[config.mk]
export PLATFORM = sky130hd
export DESIGN_NAME = int_vector_ctrl
export DESIGN_NICKNAME = d
export VERILOG_FILES = /design/src/design/int_vector_pkg.sv /design/src/design/int_vector_ctrl.sv
export SDC_FILE = /design/constraint.sdc
export NUM_CORES = 1
export LEC_CHECK = 0
export BUFFER_PORTS_ARGS = -buffer_cell sky130_fd_sc_hd__buf_2
export CORE_ASPECT_RATIO = 1.25
export CORE_UTILIZATION = 45
export CTS_CLUSTER_DIAMETER = 30
export DETAILED_ROUTE_END_ITERATION = 8
export PLACE_DENSITY = 0.69
export SLEW_MARGIN = 20
export SYNTH_ARGS = -nofsm -noshare
export SYNTH_HDL_FRONTEND = slang
export SYNTH_SLANG_ARGS = --single-unit
[constraint.sdc]
create_clock -name clock -period 7 [get_ports clock]
set_input_delay 1.05 -clock clock [delete_from_list [all_inputs] [get_ports clock]]
set_output_delay 1.05 -clock clock [all_outputs]
set_load 0.02 [all_outputs]
[src/design/int_vector_pkg.sv]
// Constants, types and vector map for the interrupt vectoring block
`default_nettype none
package int_vector_pkg;
   // ==========================================================
   // Vector map
   localparam int         VEC_COUNT     = 32;
   localparam logic [4:0] VEC_RESET     = 5'h00;
   localparam logic [4:0] VEC_SWI       = 5'h01;
   localparam logic [4:0] VEC_LVD       = 5'h02;
   localparam logic [4:0] VEC_EXT_PIN   = 5'h03;
   localparam logic [4:0] VEC_KEYPAD    = 5'h12;
   localparam logic [4:0] VEC_CONVERTER = 5'h13;
   localparam logic [4:0] VEC_PERIODIC  = 5'h17;
   localparam logic [15:0] VEC_TOP_ADDR = 16'hFFFE;
   // ==========================================================
   // Sequence lengths and reset values
   localparam logic [2:0] PUSH_BYTES    = 3'h5;
   localparam logic [2:0] POP_BYTES     = 3'h5;
   localparam logic [2:0] FILL_BYTES    = 3'h3;
   localparam logic [2:0] VEC_BYTES     = 3'h2;
   localparam int         CCR_MASK_BIT  = 3;
   localparam logic [15:0] SP_RESET     = 16'h00FF;
   localparam logic       MASK_RESET    = 1'b1;
   // ==========================================================
   // Types
   typedef enum logic [2:0] {ST_IDLE, ST_PUSH, ST_VEC, ST_POP, ST_FILL} seq_state_t;
   typedef struct packed {
      logic [15:0] prog_counter;
      logic [7:0]  idx_low;
      logic [7:0]  acc;
      logic [7:0]  condition_code_reg;
   } cpu_regs_t;
   typedef struct packed {
      logic periodic_int_flag;
      logic periodic_int_enable;
      logic conversion_complete_flag;
      logic converter_int_enable;
      logic keypad_flag;
      logic keypad_int_enable;
      logic lvd_flag;
      logic lvd_int_enable;
   } periph_src_t;
   typedef struct packed {
      logic       req;
      logic       we;
      logic [15:0] addr;
      logic [7:0]  wdata;
   } mem_cmd_t;
endpackage
`default_nettype wire

[src/design/int_vector_ctrl.sv]
// Interrupt stacking, vector fetch, priority and external pin detector
`default_nettype none
// What this block does
// RL1 - Entry pushes low PC, high PC, index low, accumulator, condition codes at free byte.
// RL2 - After five pushes the stack pointer sits one below the condition code byte.
// RL3 - Stacked PC is the next main-program instruction address supplied by the core.
// RL4 - High index byte is never stacked or restored automatically.
// RL5 - Return pops condition codes first, program counter last, reverse of push.
// RL6 - Return refills the pipeline with three bytes from the restored PC.
// RL7 - Handler software clears the causing flag before returning.
// RL8 - Enabled pin is sampled by clocked logic, edge-only or edge-and-level.
// RL9 - In stop an enabled asserted pin reaches wake through an unclocked path.
// RL10 - Pin detects events only while its pin-enable bit is 1.
// RL11 - Software picks polarity, detect mode, and interrupt versus poll-only.
// RL12 - Pull-disable 0 enables pullup or pulldown by polarity; 1 turns it off.
// RL13 - Flag sets on assertion edge; level mode holds it while pin asserted.
// RL14 - Pin level is offered to branch-on-pin instructions while pin is enabled.
// RL15 - Vector high byte at lower address, low byte at next address.
// RL16 - Lower vector number wins when several requests are pending.
// RL17 - Source flag requests the core only while its local enable is 1.
// RL18 - With mask clear: stack, set mask, then fetch highest-priority vector.
// RL19 - Vectors 24-31 unused; 23 periodic, 19 converter, 18 keypad.
// RL20 - Vector 0 reset, 1 software interrupt, 2 low voltage, 3 external pin.
// RL21 - Reset sets the global mask bit.
// RL22 - Writing the acknowledge bit clears the pin flag, nothing else.
// RL23 - Priority is combinational and sampled at the instruction boundary.
module int_vector_ctrl
   import int_vector_pkg::*;
(
   input  wire logic        clock,
   input  wire logic        sys_rst,
   // Core side
   input  wire logic        insn_boundary,
   input  wire logic        swi_req,
   input  wire logic        rti_req,
   input  wire logic        mask_set_req,
   input  wire logic        mask_clear_req,
   input  wire cpu_regs_t   regs_in,
   input  wire logic [15:0] sp_in,
   input  wire logic        sp_load,
   output var  cpu_regs_t   regs_out,
   output var  logic [15:0] stack_pointer,
   output var  logic [23:0] prefetch,
   output var  logic        global_mask,
   output var  logic [4:0]  taken_vector,
   output logic             seq_busy,
   output var  logic        seq_done,
   output logic             irq_pending,
   // Memory port, read data valid the cycle after a read request
   output mem_cmd_t         mem_cmd,
   input  wire logic [7:0]  mem_rdata,
   // Peripheral sources
   input  wire periph_src_t periph,
   // External interrupt pin
   input  wire logic        ext_pin_in,
   input  wire logic        stop_mode,
   input  wire logic        ext_int_pin_enable,
   input  wire logic        ext_int_polarity_select,
   input  wire logic        ext_int_detect_mode,
   input  wire logic        ext_int_int_enable,
   input  wire logic        ext_int_pull_disable,
   input  wire logic        ext_int_ack,
   output var  logic        ext_int_flag,
   output logic             pull_up_en,
   output logic             pull_down_en,
   output logic             pin_level,
   output logic             wake_async
);
   // ==========================================================
   // External pin detector
   logic ext_asserted;
   logic ext_edge;
   logic ext_prev_reg;
   logic flag_next;

   // Polarity 1 means rising edge / high level is the asserted state
   assign ext_asserted = ext_int_pin_enable & (ext_pin_in == ext_int_polarity_select);   // RL10 RL11
   assign ext_edge     = ext_asserted & ~ext_prev_reg;                                   // RL13
   // Set wins over acknowledge; level mode keeps re-setting while held
   assign flag_next    = ext_edge | (ext_int_detect_mode & ext_asserted)                 // RL8 RL13
                       | (ext_int_flag & ~ext_int_ack);                                  // RL22
   // Pull device follows polarity only while pin function is on
   assign pull_up_en   = ext_int_pin_enable & ~ext_int_pull_disable & ~ext_int_polarity_select; // RL12
   assign pull_down_en = ext_int_pin_enable & ~ext_int_pull_disable & ext_int_polarity_select;  // RL12
   assign pin_level    = ext_int_pin_enable & ext_pin_in;                                // RL14
   // Unclocked path: no flop in the way since the clock is halted in stop
   assign wake_async   = stop_mode & ext_asserted;                                       // RL9

   // Edge history and sticky flag
   always_ff @(posedge clock or posedge sys_rst) begin
      if (sys_rst) begin
         ext_prev_reg <= 1'b0;
         ext_int_flag <= 1'b0;
      end else begin
         ext_prev_reg <= ext_asserted;
         ext_int_flag <= flag_next;   // RL8
      end
   end

   // ==========================================================
   // Request qualification and priority
   logic [VEC_COUNT-1:0] req_vec;
   logic [4:0]           win_vec;
   logic                 maskable_pending;

   // Each source request is its flag gated by the local enable; the software interrupt request is not gated
   always_comb begin
      req_vec                = '0;
      req_vec[VEC_SWI]       = swi_req;                                              // RL20
      req_vec[VEC_LVD]       = periph.lvd_flag & periph.lvd_int_enable;              // RL20
      req_vec[VEC_EXT_PIN]   = ext_int_flag & ext_int_int_enable;                    // RL11 RL17
      req_vec[VEC_KEYPAD]    = periph.keypad_flag & periph.keypad_int_enable;        // RL19
      req_vec[VEC_CONVERTER] = periph.conversion_complete_flag
                             & periph.converter_int_enable;                          // RL19
      req_vec[VEC_PERIODIC]  = periph.periodic_int_flag & periph.periodic_int_enable; // RL17 RL19
   end

   // Lowest number wins; scan from the top so the last hit is the lowest
   always_comb begin
      win_vec = VEC_PERIODIC;
      for (int i = VEC_COUNT - 1; i >= 0; i--) begin
         if (req_vec[i]) begin
            win_vec = 5'(i);   // RL16 RL23
         end
      end
   end

   assign maskable_pending = |(req_vec & ~(32'h1 << VEC_SWI));
   assign irq_pending      = swi_req | (maskable_pending & ~global_mask);   // RL18

   // ==========================================================
   // Stacking, vector fetch, unstacking and refill sequencer
   seq_state_t  state_reg;
   seq_state_t  state_next;
   logic [2:0]  cnt_reg;
   logic        phase_reg;
   logic        take_irq;
   logic        take_rti;
   logic [7:0]  push_byte;
   logic [15:0] vec_addr;
   logic        last_push;
   logic        rd_capture;

   assign take_irq  = (state_reg == ST_IDLE) & insn_boundary & irq_pending;    // RL23
   assign take_rti  = (state_reg == ST_IDLE) & insn_boundary & rti_req & ~take_irq;
   assign last_push = (state_reg == ST_PUSH) & (cnt_reg == PUSH_BYTES - 3'h1);
   assign rd_capture = phase_reg;
   assign seq_busy  = (state_reg != ST_IDLE);
   // High byte at the lower address, two bytes per vector
   assign vec_addr  = VEC_TOP_ADDR - {10'h000, taken_vector, 1'b0} + {15'h0000, cnt_reg[0]};  // RL15

   // Push order: low PC, high PC, index low, accumulator, condition codes
   always_comb begin
      case (cnt_reg)
         3'h0:    push_byte = regs_out.prog_counter[7:0];    // RL1 RL3
         3'h1:    push_byte = regs_out.prog_counter[15:8];   // RL1
         3'h2:    push_byte = regs_out.idx_low;              // RL1 RL4
         3'h3:    push_byte = regs_out.acc;                  // RL1
         default: push_byte = regs_out.condition_code_reg;   // RL1
      endcase
   end

   // Memory commands; reads issue in phase 0 and capture in phase 1
   always_comb begin
      mem_cmd = '0;
      case (state_reg)
         ST_PUSH: begin
            mem_cmd.req   = 1'b1;
            mem_cmd.we    = 1'b1;
            mem_cmd.addr  = stack_pointer;                   // RL1
            mem_cmd.wdata = push_byte;
         end
         ST_VEC: begin
            mem_cmd.req  = ~phase_reg;
            mem_cmd.addr = vec_addr;                          // RL15
         end
         ST_POP: begin
            mem_cmd.req  = ~phase_reg;
            mem_cmd.addr = stack_pointer + 16'h0001;          // RL5
         end
         ST_FILL: begin
            mem_cmd.req  = ~phase_reg;
            mem_cmd.addr = regs_out.prog_counter + {13'h0000, cnt_reg};   // RL6
         end
         default: mem_cmd = '0;
      endcase
   end

   // Next state
   always_comb begin
      state_next = state_reg;
      case (state_reg)
         ST_IDLE: begin
            if (take_irq) begin
               state_next = ST_PUSH;
            end else if (take_rti) begin
               state_next = ST_POP;
            end
         end
         ST_PUSH: begin
            if (last_push) begin
               state_next = ST_VEC;   // RL18
            end
         end
         ST_VEC: begin
            if (rd_capture && cnt_reg == VEC_BYTES - 3'h1) begin
               state_next = ST_FILL;
            end
         end
         ST_POP: begin
            if (rd_capture && cnt_reg == POP_BYTES - 3'h1) begin
               state_next = ST_FILL;   // RL6
            end
         end
         ST_FILL: begin
            if (rd_capture && cnt_reg == FILL_BYTES - 3'h1) begin
               state_next = ST_IDLE;
            end
         end
         default: state_next = ST_IDLE;
      endcase
   end

   // State, byte counter and read phase
   always_ff @(posedge clock or posedge sys_rst) begin
      if (sys_rst) begin
         state_reg <= ST_IDLE;
         cnt_reg   <= 3'h0;
         phase_reg <= 1'b0;
      end else begin
         state_reg <= state_next;
         phase_reg <= (state_reg inside {ST_VEC, ST_POP, ST_FILL}) & ~phase_reg & (state_next == state_reg);
         if (state_next != state_reg) begin
            cnt_reg <= 3'h0;
         end else if (state_reg == ST_PUSH || rd_capture) begin
            cnt_reg <= cnt_reg + 3'h1;
         end
      end
   end

   // Stack pointer: post-decrement on push, pre-increment on pop
   always_ff @(posedge clock or posedge sys_rst) begin
      if (sys_rst) begin
         stack_pointer <= SP_RESET;
      end else if (state_reg == ST_PUSH) begin
         stack_pointer <= stack_pointer - 16'h0001;   // RL2
      end else if (state_reg == ST_POP && rd_capture) begin
         stack_pointer <= stack_pointer + 16'h0001;   // RL5
      end else if (state_reg == ST_IDLE && sp_load) begin
         stack_pointer <= sp_in;
      end
   end

   // Global mask: set at reset and on entry, restored from popped codes
   always_ff @(posedge clock or posedge sys_rst) begin
      if (sys_rst) begin
         global_mask <= MASK_RESET;   // RL21
      end else if (last_push || mask_set_req) begin
         global_mask <= 1'b1;         // RL18
      end else if (state_reg == ST_POP && rd_capture && cnt_reg == 3'h0) begin
         global_mask <= mem_rdata[CCR_MASK_BIT];
      end else if (mask_clear_req && state_reg == ST_IDLE) begin
         global_mask <= 1'b0;
      end
   end

   // Register image: captured at entry, rebuilt by pops and vector fetch
   always_ff @(posedge clock or posedge sys_rst) begin
      if (sys_rst) begin
         regs_out     <= '0;
         taken_vector <= VEC_RESET;
      end else if (take_irq) begin
         regs_out     <= regs_in;    // RL3
         taken_vector <= win_vec;    // RL18 RL23
      end else if (take_rti) begin
         regs_out     <= regs_in;    // RL4
      end else if (last_push) begin
         regs_out.condition_code_reg[CCR_MASK_BIT] <= 1'b1;
      end else if (rd_capture && state_reg == ST_VEC) begin
         if (cnt_reg == 3'h0) begin
            regs_out.prog_counter[15:8] <= mem_rdata;   // RL15
         end else begin
            regs_out.prog_counter[7:0]  <= mem_rdata;   // RL15
         end
      end else if (rd_capture && state_reg == ST_POP) begin
         case (cnt_reg)
            3'h0:    regs_out.condition_code_reg <= mem_rdata;   // RL5
            3'h1:    regs_out.acc                <= mem_rdata;
            3'h2:    regs_out.idx_low            <= mem_rdata;
            3'h3:    regs_out.prog_counter[15:8] <= mem_rdata;
            default: regs_out.prog_counter[7:0]  <= mem_rdata;   // RL5
         endcase
      end
   end

   // Prefetch queue and completion pulse
   always_ff @(posedge clock or posedge sys_rst) begin
      if (sys_rst) begin
         prefetch <= '0;
         seq_done <= 1'b0;
      end else begin
         seq_done <= (state_reg == ST_FILL) & rd_capture & (cnt_reg == FILL_BYTES - 3'h1);
         if (state_reg == ST_FILL && rd_capture) begin
            prefetch <= {prefetch[15:0], mem_rdata};   // RL6
         end
      end
   end

   // ==========================================================
   // Assertions
   a_mask_after_reset: assert property (@(posedge clock) $fell(sys_rst) |-> global_mask)   // RL21
      else $error("mask not set after reset");
   a_push_sp_five: assert property (@(posedge clock) disable iff (sys_rst)   // RL2
      take_irq |=> ##5 (stack_pointer == $past(stack_pointer, 5) - 16'h0005))
      else $error("stack pointer not five below after pushes");
   a_push_first_pcl: assert property (@(posedge clock) disable iff (sys_rst)   // RL1
      take_irq |=> (mem_cmd.we && mem_cmd.addr == $past(stack_pointer)
                    && mem_cmd.wdata == $past(regs_in.prog_counter[7:0])))
      else $error("first push not low program counter at free byte");
   a_push_ccr_last: assert property (@(posedge clock) disable iff (sys_rst)   // RL1
      take_irq |=> ##4 (mem_cmd.we && mem_cmd.addr == $past(stack_pointer, 5) - 16'h0004
                        && mem_cmd.wdata == $past(regs_in.condition_code_reg, 5)))
      else $error("fifth push not condition codes");
   a_mask_on_entry: assert property (@(posedge clock) disable iff (sys_rst)   // RL18
      take_irq |=> ##5 (global_mask && state_reg == ST_VEC))
      else $error("mask not set before vector fetch");
   a_vec_hi_addr: assert property (@(posedge clock) disable iff (sys_rst)   // RL15
      (state_reg == ST_VEC && !phase_reg && cnt_reg == 3'h0) |->
      mem_cmd.addr == VEC_TOP_ADDR - {10'h000, taken_vector, 1'b0})
      else $error("vector high byte address wrong");
   a_pin_disabled: assert property (@(posedge clock) disable iff (sys_rst)   // RL10
      (!ext_int_pin_enable && !ext_int_flag) |=> !ext_int_flag)
      else $error("flag set with pin disabled");
   a_level_holds: assert property (@(posedge clock) disable iff (sys_rst)   // RL13
      (ext_int_detect_mode && ext_asserted) |=> ext_int_flag)
      else $error("flag cleared while level asserted");
   a_ack_clears: assert property (@(posedge clock) disable iff (sys_rst)   // RL22
      (ext_int_ack && !ext_asserted) |=> !ext_int_flag)
      else $error("acknowledge did not clear flag");
   a_prio_lowest: assert property (@(posedge clock) disable iff (sys_rst)   // RL16
      (req_vec[VEC_KEYPAD] && req_vec[VEC_PERIODIC]) |-> win_vec != VEC_PERIODIC)
      else $error("lower priority vector won");
   a_masked_held: assert property (@(posedge clock) disable iff (sys_rst)   // RL18
      (global_mask && !swi_req) |-> !take_irq)
      else $error("interrupt taken while masked");
   a_pull_off: assert property (@(posedge clock) disable iff (sys_rst)   // RL12
      ext_int_pull_disable |-> !(pull_up_en || pull_down_en))
      else $error("pull active while disabled");

   c_irq_entry: cover property (@(posedge clock) disable iff (sys_rst) take_irq ##[1:20] seq_done);
   c_rti_return: cover property (@(posedge clock) disable iff (sys_rst) take_rti ##[1:20] seq_done);
   c_ext_edge: cover property (@(posedge clock) disable iff (sys_rst) ext_edge && !ext_int_detect_mode);
   c_stop_wake: cover property (@(posedge clock) disable iff (sys_rst) wake_async);
endmodule
`default_nettype wire

# After elaboration in Yosys (flattened, before gate mapping)
# Cells that the tools add are included.
# totals
ff_bits,96
out_inout_bits,120
word_cells,147
# op_classes
addsub,6
n_bitwise,34
n_reduce_logical,35
n_eq_ne,17
muxes,39
# ops
operator,count
40-bit 2-to-1 mux,3
16-bit 2-to-1 mux,4
16-bit one-hot mux with 4 select lines,1
8-bit 2-to-1 mux,7
36-bit 2-to-1 mux,1
8-bit one-hot mux with 4 select lines,1
3-bit 2-to-1 mux,10
1-bit AND,24
24-bit 2-to-1 mux,1
3-bit nonzero test,8
5-bit 2-to-1 mux,4
4-bit AND reduction,5
16-bit by 1-bit adder with 16-bit output (second input constant),1
16-bit by 3-bit adder with 16-bit output,1
4-bit nonzero test,4
16-bit by 1-bit subtractor with 16-bit output (second input constant),1
3-bit one-hot mux with 5 select lines,1
3-bit by 2-bit equality test with 1-bit output (second input constant),4
4-bit inequality test (second input constant),3
8-bit by 2-bit adder with 9-bit output,1
1-bit logical AND,9
2-bit by 7-bit subtractor with 8-bit output (first input constant),1
1-bit inverter,7
3-bit by 1-bit equality test with 1-bit output (second input constant),2
other kinds (17),27

# Logic depth before layout (Yosys ltp)
# depth
ltp_word,12
mapped_depth,8
mapped_depth_nobuf,7

# Worst setup path after synthesis
# No wires, ideal clock.
# synth_path
path_kind,reg-to-output
start,register stack_pointer[4]
end,output mem_cmd[23] (netlist name)
setup_slack_ns,3.800
path_buffers,1
stages_incl_launch_ff,7
arrival_ns,2.150
t_required_ns,5.950
path_cell_list,dfstp_2 buf_2 nand4_1 nor4_1 nor2_1 a211oi_1 o21ai_0
# synth_lines
element,line,text
"start, declared",int_vector_ctrl.sv:42,"output var logic [15:0] stack_pointer,"
"start signal, assigned",int_vector_ctrl.sv:246,stack_pointer <= stack_pointer - 16'h0001;
"start signal, assigned",int_vector_ctrl.sv:248,stack_pointer <= stack_pointer + 16'h0001;
"start signal, assigned",int_vector_ctrl.sv:250,stack_pointer <= sp_in;
"end, declared",int_vector_ctrl.sv:50,"output mem_cmd_t mem_cmd,"

==> out/results.ini <==
[sta]
fin_setup_tns_ns = 0
fmax_mhz = 208
setup_viol = 0
skew_ns = 0.0102
slew_violations = 0
tightestPinTransition_ns = 1.14
min_period_ns = 4.82
slew_headroom_pct = 23.8
rsz0062_at_grt = false
hold_violations = 0
period_share_pct = 68.8
whs_ns = 0.507

[floorplanning]
core_area_um2 = 13400
die-area_um2 = 14400
fp.dieW_um = 108
die_y_um = 134
rows = 47
ios = 208
start_util_pct = 46.7

[setup_path]
required_ns = 5.95
arrival_ns = 3.77
crit_fanout = 45
startpoint_type = flop
critPathCaptureType = output port
path_class = flop to output port
r2r_cells = 7

[clock_network]
cts_hold_buf = 0
h-tree-depth = 3
clkLatencyLatePin_ns = 0.35
cts_setup_buffers = 0
clock_tree.root_cell = clkbuf_16
clock_path_buffers = 2
numCtsBuffers = 9
path_clk_slew_ns = 0.08
clkSinkCount = 95
cts_tree = yes
cts_resized = 0

[logic_synthesis]
syn_avg_cell_area_um2 = 8.77
synth_fa_ha_area_share_pct = 2.32
netlist.area_leader.share_pct = 34.3
ys_warn_count = 0
synth_top_family_by_area = compound AO/OA/AOI/OAI gates
seq_area_frac_synth_pct = 38.1
synthMuxAreaShare_pct = 11.7
synth_nets = 814
synth-main-ff-cell = dfrtp_1
synth_area_um2 = 6270
ys_async_sr_fraction_pct = 100
synthXorXnorAreaFrac_pct = 3.63
syn_inst = 715
synth_largest_area_cell = dfrtp_1
synth_edf_count = 0
synth_cell_types = 70
synth_compound_area_share_pct = 20.6
synth-seq-cells = 95
synth-simple-area-share_pct = 18.5
synthTopCellsByArea = dfrtp_1, mux2i_1, nor2_1

[final_layout]
fin_nets = 975
syn2layout_area_growth_pct = 21.3
reg_top3 = regs_out (40), prefetch (24), stack_pointer (16)
layoutNonFillerInstCount = 1052
largest-register = regs_out
fillCellCount = 1323
final_common_cell = buf_2
mostFrequentLayoutCells = buf_2, nor2_1, dfrtp_1, a21oi_1, mux2i_1
multi_input_area_um2 = 3560
drive_gt1_share_pct = 31.0
diodes = 0
largest_reg_flops = 40
ff_latch_area_um2 = 2390

[pwr]
intPower_mw = 1.81
switching_share_pct = 51.9
clkPwrFrac_pct = 13.1
powerDensity_nw_per_um2 = 496
vdd_drop_max_uv = 298
finalPower_mw = 3.77
power_leakage_nw = 3.36
pwr-share-seq_pct = 30.0
p_sw_mw = 1.96
p_comb_share_pct = 56.9

[hold_path]
hold_path_depth = 1
hold_class = flop to flop

[grt]
antenna_found_initial = 0
grt_usage_pct = 29.2
overflow = 0
grt_max_degree = 82
grt_pass1_wl_um = 32800
grt_pass1_vias = 6126

[drt]
vias_per_cell = 6.03
drt-total-wl_um = 20600
drt.antenna.violating_nets = 0
drt_iter0_markers = 537
wl_per_cell_um = 19.5
drc = 0
dr.pass1.iters = 6
vias = 6341

[placement]
hpwl_um = 14900
dp_cells = 1036
place.gp.congestion = 0.963
port_buffers = 206

[run_status]
status = complete, no violations

[flow_run]
max_cap_violations = 0

-- layout make-up --
cell class | count | share of cell area [%]
Timing Repair Buffer | 212 | 14.2
Clock buffer | 9 | 2.96
Clock inverter | 7 | 0.938
Inverter | 17 | 0.872
Sequential cell | 95 | 31.4
Multi-Input combinational cell | 541 | 46.8
Tap cell | 171 | 2.81
-- power by group through the flow --
stage	registers [mW]	logic, mW	clock network (mW)
3_5_place_dp	1.13	2.12	0
3_3_place_gp	1.13	2.11	0
2_1_floorplan	1.20	1.34	0
4_1_cts	1.12	2.13	0.504
5_1_grt	1.17	2.34	0.519
6_report	1.13	2.14	0.494
-- cells in the mapped netlist, drive strengths merged, types with 12 or more instances --
cell     n
nor2    91
nand2   40
mux2    26
nand3   23
inv     17
nor3    15
a221oi  12
dfrtp   86
mux2i   44
clkbuf  45
o21ai   30
buf     17
a21oi   67
xor2    16
-- critical path, cell delays in order, from the launching register on --
cell	delay (ns)
dfrtp_1	0.33
buf_4	0.37
nor2b_1	0.62
nand2_1	0.80
inv_1	0.74
and2_1	0.23
nor2_1	0.05
o211ai_1	0.09
buf_2	0.20
-- worst paths after layout --
path / start / endpoint / slack [ns]
setup / recovery: state_reg[0]$_DFF_PP0_ / mem_cmd[19] / 2.18
hold / removal: prefetch[21]$_DFFE_PP0P_ / prefetch[21]$_DFFE_PP0P_ / 0.51
setup reg to reg: state_reg[0]$_DFF_PP0_ / stack_pointer[10]$_DFFE_PP0P_ / 3.44
hold reg to reg: prefetch[21]$_DFFE_PP0P_ / prefetch[21]$_DFFE_PP0P_ / 0.51
max in group asynchronous: sys_rst / prefetch[3]$_DFFE_PP0P_ / 5.12
min in group asynchronous: sys_rst / ext_prev_reg$_DFF_PP0_ / 0.68
-- logic make-up (layout without fill, tap and decap cells) --
kind of cell               count (synthesis)  count (layout)
xor gates and xnor gates                  26              26
DFF                                       95              95
muxes                                     70              70
and+or+nand+nor                          239             239
AOI/OAI and AO/OA                        194             194
buffers and inverters                     79             245
adders and majority gates                 11              11
other                                      1               1
-- per-layer routing --
| layer | vias up | share of wire (%) | GRT usage, % |
|---|---|---|---|
| met4 | 0 | 3.7 | 12.8 |
| met1 | 2957 | 39 | 36.8 |
| li1 | 2945 | - | - |
| met2 | 387 | 47 | 47.9 |
| met3 | 52 | 9.5 | 6.07 |
| met5 | - | 0 | 0 |
-- stage by stage --
step	setup WS (ns)	utilization (%)	area [um^2]
6_report	2.18	56.7	7600
4_1_cts	2.24	56.7	7600
2_1_floorplan	3.49	-	6270
3_3_place_gp	2.79	54.5	7300
3_5_place_dp	2.60	54.5	7300
5_1_grt	1.89	56.7	7600
Note: power is estimated with default switching activity, not from simulation.
